### config.mk
export PLATFORM = sky130hd
export DESIGN_NAME = dme_port
export DESIGN_NICKNAME = d
export VERILOG_FILES = /design/src/core/dme_port.v /design/src/core/dme_mem.v /design/src/core/dme_fifo.v
export VERILOG_INCLUDE_DIRS = /design/src /design/src/core
export SDC_FILE = /design/constraint.sdc
export NUM_CORES = 1
export LEC_CHECK = 0
export ABC_AREA = 0
export BUFFER_PORTS_ARGS = -buffer_cell sky130_fd_sc_hd__buf_2
export CAP_MARGIN = 5
export CELL_PAD_IN_SITES_DETAIL_PLACEMENT = 0
export CELL_PAD_IN_SITES_GLOBAL_PLACEMENT = 2
export CORE_MARGIN = 2
export CORE_UTILIZATION = 53
export DETAILED_ROUTE_END_ITERATION = 10
export PLACE_DENSITY_LB_ADDON = 0.1
export SYNTH_ARGS = -nofsm -noshare
export SYNTH_HDL_FRONTEND = slang
export SYNTH_SLANG_ARGS = --single-unit
### constraint.sdc
create_clock -name CLK_IN -period 5.85 [get_ports CLK_IN]
set_clock_uncertainty 0.05 [all_clocks]
set_input_delay 0.2925 -clock CLK_IN [delete_from_list [all_inputs] [get_ports CLK_IN]]
set_output_delay 0.2925 -clock CLK_IN [all_outputs]
set_load 0.02 [all_outputs]
### src/core/dme_defs.vh
// shared constants of the dual mode serial eeprom port
// Operation
// - select byte: type code, dont-cares, rw last
// - power-up starts streaming on transmit-only clock
// - bus clock falling edge enters bidirectional mode
// - plain variant never leaves bidirectional mode
// - recovery variant passes through transition state
// - data pin released during initial pulses
// - tenth pulse drives msb of byte zero
// - nine pulses per byte, last is dont-care
// - stream continues with address auto increment
// - address wraps from last byte to zero
// - transmit clock level gates writes, no pin
// - write control pin level gates writes
// - sequential read returns bytes while acknowledged
// - device pulls data low in ninth slot
// - slave only, timed by master bus clock
// - reset disables everything, no response
// - transition reverts after 128 pulses or timeout
// - valid select locks into bidirectional mode
// - bus clock fall restarts transition counters
`ifndef DME_DEFS_VH
`define DME_DEFS_VH

`define DME_ADDR_W       7
`define DME_DATA_W       8
`define DME_ADDR_RST     7'h00
`define DME_PIN_RST      4'h3
`define DME_INIT_LAST    4'h8
`define DME_SLOT_LAST    4'h8
`define DME_BIT_ACK      4'h8
`define DME_TYPE_HI      7
`define DME_TYPE_LO      4
`define DME_RW_BIT       0
`define DME_TRANS_PULSES 8'h80
`define DME_RECOVERY_MS  28'd2000
`define DME_CLK_KHZ      28'd100000
`define DME_RECOVERY_CYC (`DME_RECOVERY_MS * `DME_CLK_KHZ)
`define DME_FIFO_DEPTH   8

`endif

### src/core/dme_port.v
// dual mode serial eeprom port: transmit-only streaming and two-wire slave
`timescale 1ns/1ps
`default_nettype none
`include "dme_defs.vh"
module dme_port #(
    parameter        RECOVERY_VARIANT = 1,
    parameter        HAS_WRCTL_PIN    = 0,
    parameter [3:0]  DEV_TYPE         = 4'h5, // arbitrary value
    parameter [27:0] RECOVERY_CYCLES  = `DME_RECOVERY_CYC,
    parameter        FIFO_DEPTH       = `DME_FIFO_DEPTH
)(
    // clock and power-on reset
    input  wire CLK_IN,
    input  wire RESETN_IN,
    // two-wire bus
    input  wire SCL_IN,
    input  wire SDA_IN,
    output wire SDA_OUT,
    output wire SDA_OEN_OUT,
    // transmit-only clock and write control
    input  wire TRANSMIT_ONLY_CLOCK_IN,
    input  wire WRITE_CONTROL_INPUT_IN,
    // mode status
    output wire TRANSMIT_ONLY_MODE_OUT,
    output wire TRANSITION_OUT,
    output wire BIDIRECTIONAL_BUS_MODE_OUT
);
    localparam AW = `DME_ADDR_W;
    localparam DW = `DME_DATA_W;

    localparam [2:0] M_TXO   = 3'b001;
    localparam [2:0] M_TRANS = 3'b010;
    localparam [2:0] M_BIDIR = 3'b100;

    localparam [4:0] B_IDLE  = 5'b00001;
    localparam [4:0] B_SEL   = 5'b00010;
    localparam [4:0] B_ADDR  = 5'b00100;
    localparam [4:0] B_WR    = 5'b01000;
    localparam [4:0] B_RD    = 5'b10000;

    localparam [27:0] REC_LAST = RECOVERY_CYCLES - 28'd1;
    localparam [7:0]  TP_LAST  = `DME_TRANS_PULSES - 8'h01;

    // pin synchronisers: bit 0 bus clock, 1 data, 2 transmit clock, 3 write control
    wire [3:0] pin_w;
    reg  [3:0] s1_r;
    reg  [3:0] s2_r;
    reg  [3:0] s3_r;
    reg  [3:0] flt_r;
    wire [3:0] flt_nxt;

    reg  [2:0]    mode_r;
    reg  [4:0]    bus_r;
    reg  [7:0]    sh_r;
    reg  [3:0]    bit_r;
    reg           ack_r;
    reg  [AW-1:0] addr_r;
    reg  [DW-1:0] out_byte_r;
    reg           drv_low_r;
    reg  [3:0]    init_r;
    reg  [3:0]    slot_r;
    reg  [7:0]    tp_cnt_r;
    reg  [27:0]   rec_cnt_r;
    reg           mem_rd_r;
    reg  [AW-1:0] mem_ra_r;
    reg           rdv_r;
    reg           push_r;
    reg  [AW+DW-1:0] push_data_r;

    wire [AW-1:0] addr_inc;
    wire [DW-1:0] mem_rd_data;
    wire          fifo_in_ready;
    wire          fifo_out_valid;
    wire [AW+DW-1:0] fifo_out_data;
    wire          drain;
    wire          scl_fall;
    wire          scl_rise;
    wire          tck_rise;
    wire          start;
    wire          stop;
    wire          we_ok;
    wire          sel_match;

    assign pin_w = {WRITE_CONTROL_INPUT_IN, TRANSMIT_ONLY_CLOCK_IN, SDA_IN, SCL_IN};

    always @(posedge CLK_IN)
    begin
        if (!RESETN_IN)
        begin
            s1_r  <= `DME_PIN_RST;
            s2_r  <= `DME_PIN_RST;
            s3_r  <= `DME_PIN_RST;
            flt_r <= `DME_PIN_RST;
        end
        else
        begin
            s1_r  <= pin_w;
            s2_r  <= s1_r;
            s3_r  <= s2_r;
            flt_r <= flt_nxt;
        end
    end

    // a level counts only once the second and third stages agree
    genvar gi;
    generate
        for (gi = 0; gi < 4; gi = gi + 1)
        begin : g_filt
            assign flt_nxt[gi] = (s2_r[gi] == s3_r[gi]) ? s3_r[gi] : flt_r[gi];
        end
    endgenerate

    assign scl_fall = flt_r[0] & ~flt_nxt[0];
    assign scl_rise = ~flt_r[0] & flt_nxt[0];
    assign tck_rise = ~flt_r[2] & flt_nxt[2];
    // start and stop need the bus clock high before and after the data edge
    assign start    = flt_r[1] & ~flt_nxt[1] & flt_r[0] & flt_nxt[0];
    assign stop     = ~flt_r[1] & flt_nxt[1] & flt_r[0] & flt_nxt[0];

    assign we_ok    = HAS_WRCTL_PIN ? flt_r[3] : flt_r[2];
    assign sel_match = (sh_r[`DME_TYPE_HI:`DME_TYPE_LO] == DEV_TYPE);
    assign addr_inc = addr_r + 7'h01;

    // memory is single ported: the write drain yields to every read
    assign drain    = fifo_out_valid & ~mem_rd_r;

    assign SDA_OUT                    = 1'b0;
    assign SDA_OEN_OUT                = ~drv_low_r;
    assign TRANSMIT_ONLY_MODE_OUT     = mode_r[0];
    assign TRANSITION_OUT             = mode_r[1];
    assign BIDIRECTIONAL_BUS_MODE_OUT = mode_r[2];

    always @(posedge CLK_IN)
    begin
        if (!RESETN_IN)
        begin
            // nothing responds and the data pin stays released
            mode_r      <= M_TXO;
            bus_r       <= B_IDLE;
            sh_r        <= 8'h00;
            bit_r       <= 4'h0;
            ack_r       <= 1'b0;
            addr_r      <= `DME_ADDR_RST;
            out_byte_r  <= 8'hff;
            drv_low_r   <= 1'b0;
            init_r      <= 4'h0;
            slot_r      <= 4'h0;
            tp_cnt_r    <= 8'h00;
            rec_cnt_r   <= 28'h0000000;
            mem_rd_r    <= 1'b0;
            mem_ra_r    <= `DME_ADDR_RST;
            rdv_r       <= 1'b0;
            push_r      <= 1'b0;
            push_data_r <= 15'h0000;
        end
        else
        begin
            mem_rd_r <= 1'b0;
            push_r   <= 1'b0;
            rdv_r    <= mem_rd_r;
            if (rdv_r)
                out_byte_r <= mem_rd_data;

            // two-wire slave, live in the transition state and in bidirectional mode
            if (mode_r != M_TXO)
            begin
                if (start)
                begin
                    bus_r     <= B_SEL;
                    bit_r     <= 4'h0;
                    ack_r     <= 1'b0;
                    drv_low_r <= 1'b0;
                end
                else if (stop)
                begin
                    bus_r     <= B_IDLE;
                    ack_r     <= 1'b0;
                    drv_low_r <= 1'b0;
                end
                else if (scl_rise)
                begin
                    if (ack_r && bus_r == B_RD && flt_r[1])
                    begin
                        // master declined the byte: the sequential read ends
                        bus_r <= B_IDLE;
                        ack_r <= 1'b0;
                    end
                    else if (!ack_r && !bus_r[0] && bus_r != B_RD && bit_r < `DME_BIT_ACK)
                    begin
                        sh_r  <= {sh_r[6:0], flt_r[1]};
                        bit_r <= bit_r + 4'h1;
                    end
                end
                else if (scl_fall)
                begin
                    if (ack_r)
                    begin
                        ack_r <= 1'b0;
                        if (bus_r == B_RD)
                        begin
                            drv_low_r <= ~out_byte_r[7];
                            bit_r     <= 4'h1;
                        end
                        else
                        begin
                            drv_low_r <= 1'b0;
                            bit_r     <= 4'h0;
                        end
                    end
                    else if (bus_r == B_RD)
                    begin
                        if (bit_r == `DME_BIT_ACK)
                        begin
                            // release for the master's slot and fetch the next byte
                            drv_low_r <= 1'b0;
                            ack_r     <= 1'b1;
                            addr_r    <= addr_inc;
                            mem_rd_r  <= 1'b1;
                            mem_ra_r  <= addr_inc;
                        end
                        else
                        begin
                            drv_low_r <= ~out_byte_r[3'h7 - bit_r[2:0]];
                            bit_r     <= bit_r + 4'h1;
                        end
                    end
                    else if (bit_r == `DME_BIT_ACK)
                    begin
                        case (bus_r)
                            B_SEL:
                            begin
                                if (sel_match)
                                begin
                                    ack_r     <= 1'b1;
                                    drv_low_r <= 1'b1;
                                    if (mode_r == M_TRANS)
                                        mode_r <= M_BIDIR;
                                    if (sh_r[`DME_RW_BIT])
                                    begin
                                        bus_r    <= B_RD;
                                        mem_rd_r <= 1'b1;
                                        mem_ra_r <= addr_r;
                                    end
                                    else
                                        bus_r <= B_ADDR;
                                end
                                else
                                    bus_r <= B_IDLE;
                            end
                            B_ADDR:
                            begin
                                ack_r     <= 1'b1;
                                drv_low_r <= 1'b1;
                                addr_r    <= sh_r[AW-1:0];
                                bus_r     <= B_WR;
                            end
                            B_WR:
                            begin
                                // a full buffer refuses the byte with no acknowledge
                                if (fifo_in_ready)
                                begin
                                    ack_r     <= 1'b1;
                                    drv_low_r <= 1'b1;
                                    addr_r    <= addr_inc;
                                    if (we_ok)
                                    begin
                                        push_r      <= 1'b1;
                                        push_data_r <= {addr_r, sh_r};
                                    end
                                end
                                else
                                    bus_r <= B_IDLE;
                            end
                            default:
                                bus_r <= B_IDLE;
                        endcase
                    end
                end
            end

            case (mode_r)
                M_TXO:
                begin
                    if (scl_fall)
                    begin
                        mode_r    <= RECOVERY_VARIANT ? M_TRANS : M_BIDIR;
                        bus_r     <= B_IDLE;
                        ack_r     <= 1'b0;
                        drv_low_r <= 1'b0;
                        tp_cnt_r  <= 8'h00;
                        rec_cnt_r <= 28'h0000000;
                    end
                    else if (tck_rise)
                    begin
                        if (init_r <= `DME_INIT_LAST)
                        begin
                            // host synchronises us with the first pulses; pin stays off
                            init_r    <= init_r + 4'h1;
                            drv_low_r <= 1'b0;
                        end
                        else if (init_r == `DME_INIT_LAST + 4'h1)
                        begin
                            // the tenth pulse is streaming, not init
                            init_r    <= `DME_INIT_LAST + 4'h2;
                            drv_low_r <= ~out_byte_r[7];
                            slot_r    <= 4'h1;
                        end
                        else if (slot_r == `DME_SLOT_LAST)
                        begin
                            drv_low_r <= 1'b0;
                            slot_r    <= 4'h0;
                        end
                        else
                        begin
                            drv_low_r <= ~out_byte_r[3'h7 - slot_r[2:0]];
                            slot_r    <= slot_r + 4'h1;
                            if (slot_r == 4'h7)
                            begin
                                addr_r   <= addr_inc;
                                mem_rd_r <= 1'b1;
                                mem_ra_r <= addr_inc;
                            end
                        end
                    end
                    else if (init_r == 4'h0 && !rdv_r && !mem_rd_r && slot_r == 4'h0)
                    begin
                        // prefetch the first byte before the first init pulse arrives
                        mem_rd_r <= 1'b1;
                        mem_ra_r <= addr_r;
                        slot_r   <= 4'h9;
                    end
                end
                M_TRANS:
                begin
                    if (scl_fall)
                    begin
                        tp_cnt_r  <= 8'h00;
                        rec_cnt_r <= 28'h0000000;
                    end
                    else if ((tck_rise && tp_cnt_r == TP_LAST) || rec_cnt_r == REC_LAST)
                    begin
                        // no valid select in time: back to streaming from init
                        mode_r    <= M_TXO;
                        bus_r     <= B_IDLE;
                        ack_r     <= 1'b0;
                        drv_low_r <= 1'b0;
                        init_r    <= 4'h0;
                        slot_r    <= 4'h0;
                    end
                    else
                    begin
                        rec_cnt_r <= rec_cnt_r + 28'h0000001;
                        if (tck_rise)
                            tp_cnt_r <= tp_cnt_r + 8'h01;
                    end
                end
                M_BIDIR:
                begin
                    // locked until power goes away
                    mode_r <= M_BIDIR;
                end
                default:
                    mode_r <= M_TXO;
            endcase
        end
    end

    dme_mem #(
        .AW (AW),
        .DW (DW)
    ) u_mem (
        .clk_in      (CLK_IN),
        .rd_en_in    (mem_rd_r),
        .rd_addr_in  (mem_ra_r),
        .rd_data_out (mem_rd_data),
        .wr_en_in    (drain),
        .wr_addr_in  (fifo_out_data[AW+DW-1:DW]),
        .wr_data_in  (fifo_out_data[DW-1:0])
    );

    // page bytes wait here until the memory port is free
    dme_fifo #(
        .W     (AW+DW),
        .DEPTH (FIFO_DEPTH),
        .AW    (3)
    ) u_fifo (
        .clk_in        (CLK_IN),
        .resetn_in     (RESETN_IN),
        .in_valid_in   (push_r),
        .in_ready_out  (fifo_in_ready),
        .in_data_in    (push_data_r),
        .out_valid_out (fifo_out_valid),
        .out_ready_in  (~mem_rd_r),
        .out_data_out  (fifo_out_data)
    );
endmodule // dme_port
`default_nettype wire

### src/core/dme_mem.v
// byte array of the eeprom with registered read data
`timescale 1ns/1ps
`default_nettype none
module dme_mem #(
    parameter AW = 7,
    parameter DW = 8
)(
    // clock
    input  wire          clk_in,
    // read port
    input  wire          rd_en_in,
    input  wire [AW-1:0] rd_addr_in,
    output reg  [DW-1:0] rd_data_out,
    // write port
    input  wire          wr_en_in,
    input  wire [AW-1:0] wr_addr_in,
    input  wire [DW-1:0] wr_data_in
);
    reg [DW-1:0] cell_r [0:(1<<AW)-1];
    integer i;

    // erased content reads as all ones
    initial
    begin
        for (i = 0; i < (1<<AW); i = i + 1)
            cell_r[i] = {DW{1'b1}};
    end

    always @(posedge clk_in)
    begin
        if (wr_en_in)
            cell_r[wr_addr_in] <= wr_data_in;
        if (rd_en_in)
            rd_data_out <= cell_r[rd_addr_in];
    end
endmodule // dme_mem
`default_nettype wire

### src/core/dme_fifo.v
// small first-in first-out buffer with valid/ready on both sides
`timescale 1ns/1ps
`default_nettype none
module dme_fifo #(
    parameter W     = 15,
    parameter DEPTH = 8,
    parameter AW    = 3
)(
    // clock and reset
    input  wire         clk_in,
    input  wire         resetn_in,
    // fill side
    input  wire         in_valid_in,
    output wire         in_ready_out,
    input  wire [W-1:0] in_data_in,
    // drain side
    output wire         out_valid_out,
    input  wire         out_ready_in,
    output wire [W-1:0] out_data_out
);
    localparam [AW:0] FULL = DEPTH;

    reg [W-1:0]  slot_r [0:DEPTH-1];
    reg [AW-1:0] wp_r;
    reg [AW-1:0] rp_r;
    reg [AW:0]   cnt_r;
    wire         push;
    wire         pop;

    assign in_ready_out  = (cnt_r != FULL);
    assign out_valid_out = (cnt_r != {(AW+1){1'b0}});
    assign out_data_out  = slot_r[rp_r];
    assign push          = in_valid_in && in_ready_out;
    assign pop           = out_valid_out && out_ready_in;

    always @(posedge clk_in)
    begin
        if (push)
            slot_r[wp_r] <= in_data_in;
        if (!resetn_in)
        begin
            wp_r  <= {AW{1'b0}};
            rp_r  <= {AW{1'b0}};
            cnt_r <= {(AW+1){1'b0}};
        end
        else
        begin
            if (push)
                wp_r <= wp_r + 1'b1;
            if (pop)
                rp_r <= rp_r + 1'b1;
            if (push && !pop)
                cnt_r <= cnt_r + 1'b1;
            else if (pop && !push)
                cnt_r <= cnt_r - 1'b1;
        end
    end
endmodule // dme_fifo
`default_nettype wire

Word level (Yosys, flattened, before mapping)
Memories as Yosys holds them, arrays and structs flattened. A register that Yosys moved wholly into a read port is not among the register bits.
Index checks and enable logic that the tools add are counted.
Widths: inputs -> output; s select.
{ "totals": {"out_inout_bits": 5, "wordCells": 318, "input_bits": 6, "rom_bits": 0, "latch_bits": 0, "ff_bits": 128, "ram_bits": 1144, "memories": 2} }
{ "mem_list": {"columns": ["memory", "words", "word_bits", "rd", "rd_ports_with_merged_regs", "wr", "line_no", "source"], "rows": [
  ["u_mem.cell_r", 128, 8, 1, 1, 1, "dme_mem.v:19", "reg [DW-1:0] cell_r [0:(1<<AW)-1];"],
  ["u_fifo.slot_r", 8, 15, 1, 1, 1, "dme_fifo.v:23", "reg [W-1:0] slot_r [0:DEPTH-1];"]
]} }
{ "classes": {"eq_ne": 34, "mux": 175, "div": 0, "magnitude_cmp": 4, "addsub": 12, "n_bitwise": 32, "n_mul": 0, "reduce_logical": 35, "n_shift": 0} }
{ "ops": {"columns": ["op", "count"], "rows": [
  ["$mux 7", 37],
  ["$mux 4", 23],
  ["$mux 28", 3],
  ["$mux 5", 15],
  ["$mux 1", 64],
  ["$pmux 28 s2", 1],
  ["$mux 3", 15],
  ["$mux 8", 4],
  ["$add 28x1->28 const B", 1],
  ["$eq 28x28->1 const B", 1],
  ["$not 1->1", 22],
  ["$ne 3x3->1 const B", 6],
  ["$reduce_and 6->1", 3],
  ["$add 4x1->4 const B", 4],
  ["$pmux 4 s2", 2],
  ["$pmux 8 s2", 1],
  ["$pmux 5 s3", 1],
  ["$pmux 7 s2", 1],
  ["$logic_and 1x1->1", 13],
  ["$eq 4x4->1 const B", 3],
  ["$reduce_and 11->1", 1],
  ["$reduce_or 11->1", 1],
  ["$and 1x1->1", 10],
  ["$ne 2x2->1 const B", 5],
  ["other kinds (36)", 55]
]} }

Depth between registers and ports, before layout
{ "logic_depth": {"ltp_word": 18, "depth_mapped": 13} }

Hierarchy
From an unflattened synthesis, not the netlist that was laid out.
{ "hier_totals": {"cells_unflattened": 2664, "hier_area_um2": 51405.6} }
{ "modules_own_cells": {"columns": ["mod", "instances", "area_each_um2", "seq_area_each_um2", "cells_per_inst"], "rows": [
  ["dme_mem", 1, 39736.9, 30989.7, 1634],
  ["dme_port", 1, 6495.0, 2362.3, 784],
  ["dme_fifo", 1, 5173.7, 3863.7, 246]
]} }

Worst setup path before layout
No wires, ideal clock.
{ "synth_path": {"path_kind": "reg-to-reg", "startpoint": "register (tool-made name)", "endpoint": "memory u_mem.cell_r[0][2], data pin", "path_buffers": 3, "stages_incl_launch_ff": 6, "slack_ps": 2806, "setup_ps": 378, "t_arrival_ps": 2616, "period_less_slack_ps": 3044, "cell_sequence": "dfxtp_1 -> buf_1 -> clkbuf_1 -> clkbuf_1 -> mux4_2 -> mux2_2"} }
{ "synth_lines": {"columns": ["element", "line_no"], "rows": [
  ["to (decl)", "dme_mem.v:19"]
]} }

==> flow_summary.json <==
{
  "status": "completed",
  "crit_chain": "mux4_2 -> nand2b_1 -> o21ai_1 -> nand2_1 -> nor2_1",
  "ys_top_cells_by_area": "edfxtp_1 67%, mux4_2 13%, dfxtp_1 5.1%, nor2_1 1.5%, mux2i_1 1.2%",
  "p_leak_nw": 17.1,
  "grt_overflow_total": 0,
  "cts_tree": "yes",
  "yosys_most_used_dff": "edfxtp_1",
  "path_class": "reg -> reg",
  "crit_end": "u_mem.cell_r[85][3]$_DFFE_PP_",
  "wl_per_cell_um": 27.8,
  "wirelength_mm": 118,
  "ctsResizeCount": 0,
  "synthToLayoutAreaGrowth_pct": 11.1,
  "synth-edff-count": 1152,
  "cp.arrival_ns": 4.33,
  "start_util": 0.533,
  "hold_class": "in -> reg",
  "path_depth": 5,
  "antenna_found_initial": 6,
  "hold_violations": 0,
  "yosysMostFrequentCell": "edfxtp_1",
  "pre_cts_slack_ns": 1.74,
  "clockBufferDepth": 3,
  "h-tree-depth": 4,
  "cp-end-kind": "flip-flop",
  "slew_viol_final": 0,
  "drtAntennaViolNets": 0,
  "placed_cells": 4001,
  "ff2ff_path_depth": 5,
  "core_area_um2": 96300,
  "path_buf_inv": 0,
  "power_mw": 21.8,
  "grt_pass1_wl_mm": 174,
  "ys_seq_area_frac": 0.725,
  "dpl.hpwl_mm": 72.0,
  "syn-cell-area_um2": 51300,
  "clock_sinks": 1283,
  "place_congestion": 0.857,
  "max-slew-margin-rel": 0.235,
  "synthTopCellsByCount": "1152 x edfxtp_1, 290 x mux4_2, 204 x nor2_1",
  "clk_latency_ns": 0.75,
  "r2r_slack_ns": 1.82,
  "nets": 2889,
  "drive_above_1_share": 0.207,
  "peakVddDrop_uv": 309,
  "rows": 114,
  "syn_nets": 2843,
  "die_y_um": 315,
  "r2r_end": "u_mem.cell_r[85][3]$_DFFE_PP_",
  "synth_cell_type_count": 84,
  "syn_area_per_cell_um2": 18.2,
  "root_buffer": "clkbuf_16",
  "rsz0062_at_grt": "false",
  "cpMaxStageDelayCell": "o21ai_1",
  "drc": 0,
  "via_per_inst": 6.28,
  "final.min_clock_period_ns": 4.03,
  "cellPowerDensity_nw_per_um2": 382,
  "hold_buffers": 3,
  "ys_warn_count": 0,
  "dieWidth_um": 315,
  "diodes": 0,
  "netlist_instances": 2818,
  "start_kind": "flip-flop",
  "multi_input_area_um2": 13300,
  "numCtsBuffers": 134,
  "portBuffers": 8,
  "clk_pin_slew_worst_paths_ns": 0.05,
  "cts_setup_buffers": 0,
  "tightest_slew_ns": 1.15,
  "cp_slowest_stage_delay_ns": 0.77,
  "fmax_ghz": 0.248,
  "regArea_um2": 37200,
  "maxCapViolCount": 0,
  "grt_pass1_vias": 26900,
  "crit_required_ns": 6.14,
  "num_vias": 26600,
  "setup-violations-final": 0,
  "fin_setup_tns_ns": 0,
  "finalCritPeriodShare": 0.689,
  "synth_top_area_frac": 0.674,
  "fillers": 7088,
  "synth.ff_latch_count": 1283,
  "dieArea_um2": 99300,
  "ys_async_sr_fraction": 0,
  "final_cells": 4243,
  "synth_top_area_cell": "edfxtp_1",
  "io_pins": 11,
  "grt.total_usage": 0.241,
  "grt_max_degree": 91,
  "path_max_fanout": 17,
  "cpLargestDelayFamily": "simple AND/OR/NAND/NOR gates",
  "finalWorstSetupSlack_ns": 1.82,
  "drt_iter0_drc": 2747,
  "dr.pass1.iters": 5
}
==> per-stage QoR <==
stage | utilization | area, µm² | hold slack [ns]
after floorplan | - | 51300 | 0.336
after global placement | 0.548 | 52800 | 0.342
after detailed placement | 0.548 | 52800 | 0.349
after CTS | 0.592 | 57000 | 0.00843
after global routing | 0.592 | 57000 | 0.0587
final | 0.592 | 57000 | 0.0572
==> cell families after synthesis <==
group                    after synthesis  synth area share
AO/OA/AOI/OAI                        350            0.0470
XOR/XNOR                              19           0.00324
adder cells (fa/ha/maj)               19           0.00478
buffers and inverters                181            0.0167
flip-flops                          1283             0.725
multiplexers                         391             0.148
other                                  1         0.0000731
AND/OR/NAND/NOR                      574            0.0549
==> placed cells by master (no fill, tap or decap), types with 22 or more instances in the layout <==
cell type	synthesis	final
or3_1	23	23
nor2_1	204	198
a21oi_1	75	75
clkbuf_1	80	30
a221oi_1	33	33
clkinv_1	0	26
mux2i_1	60	60
nand3_1	33	33
edfxtp_1	1152	1152
mux2_2	41	33
dfxtp_1	131	127
mux4_2	290	290
nand2b_1	23	22
clkbuf_16	0	138
nand2_1	140	140
buf_4	15	51
o221ai_1	36	36
o21ai_0	57	55
o22a_1	28	28
o21ai_1	24	26
==> worst reg2reg max path, stage by stage, from the launching register on <==
cell	delay, ns
dfxtp_2	0.75
mux4_2	0.66
nand2b_1	0.17
o21ai_1	0.77
nand2_1	0.50
nor2_1	0.76
==> routing by layer <==
metal | track usage | up-vias | share of wire
met4 | 0.0846 | 0 | 0.030
li1 | - | 11600 | -
met2 | 0.381 | 904 | 0.48
met1 | 0.343 | 13900 | 0.43
met3 | 0.0404 | 202 | 0.063
met5 | 0 | - | 0
==> where the power goes <==
group          switching, mW  internal, mW
registers              0.146          11.2
clock network           3.42          4.66
logic                   1.89         0.493
total                   5.46          16.3
==> flip-flops by register name (all words and copies together), names as in the netlist, 4 cells and up, named ones only <==
signal	flops
out_byte_r	8
tp_cnt_r	8
init_r	4
mem_ra_r	7
push_data_r	15
addr_r	7
bit_r	4
bus_r	5
sh_r	8
u_mem.cell_r	1024
u_fifo.slot_r	120
u_fifo.cnt_r	4
slot_r	4
u_mem.rd_data_out	8
rec_cnt_r	28
==> worst min-delay path by stage <==
stage / startpoint / end / cells after the start
6_report: RESETN_IN / out_byte_r[7]$_SDFFE_PN1P_ / 3
5_1_grt: RESETN_IN / out_byte_r[4]$_SDFFE_PN1P_ / 3
4_1_cts: RESETN_IN / out_byte_r[6]$_SDFFE_PN1P_ / 3
3_5_place_dp: s1_r[1]$_SDFF_PN1_ / s2_r[1]$_SDFF_PN1_ / 1
3_3_place_gp: s1_r[1]$_SDFF_PN1_ / s2_r[1]$_SDFF_PN1_ / 1
2_1_floorplan: s1_r[0]$_SDFF_PN1_ / s2_r[0]$_SDFF_PN1_ / 1
==> layout make-up <==
class                   count  area share
well taps                1276      0.0280
flip-flops and latches   1283       0.653
multi-input cells        1354       0.234
repair buffers             69      0.0104
clock buffers             173      0.0638
inverters                  22     0.00145
clock inverters            66     0.00951
(Power assumes the default switching activity.)
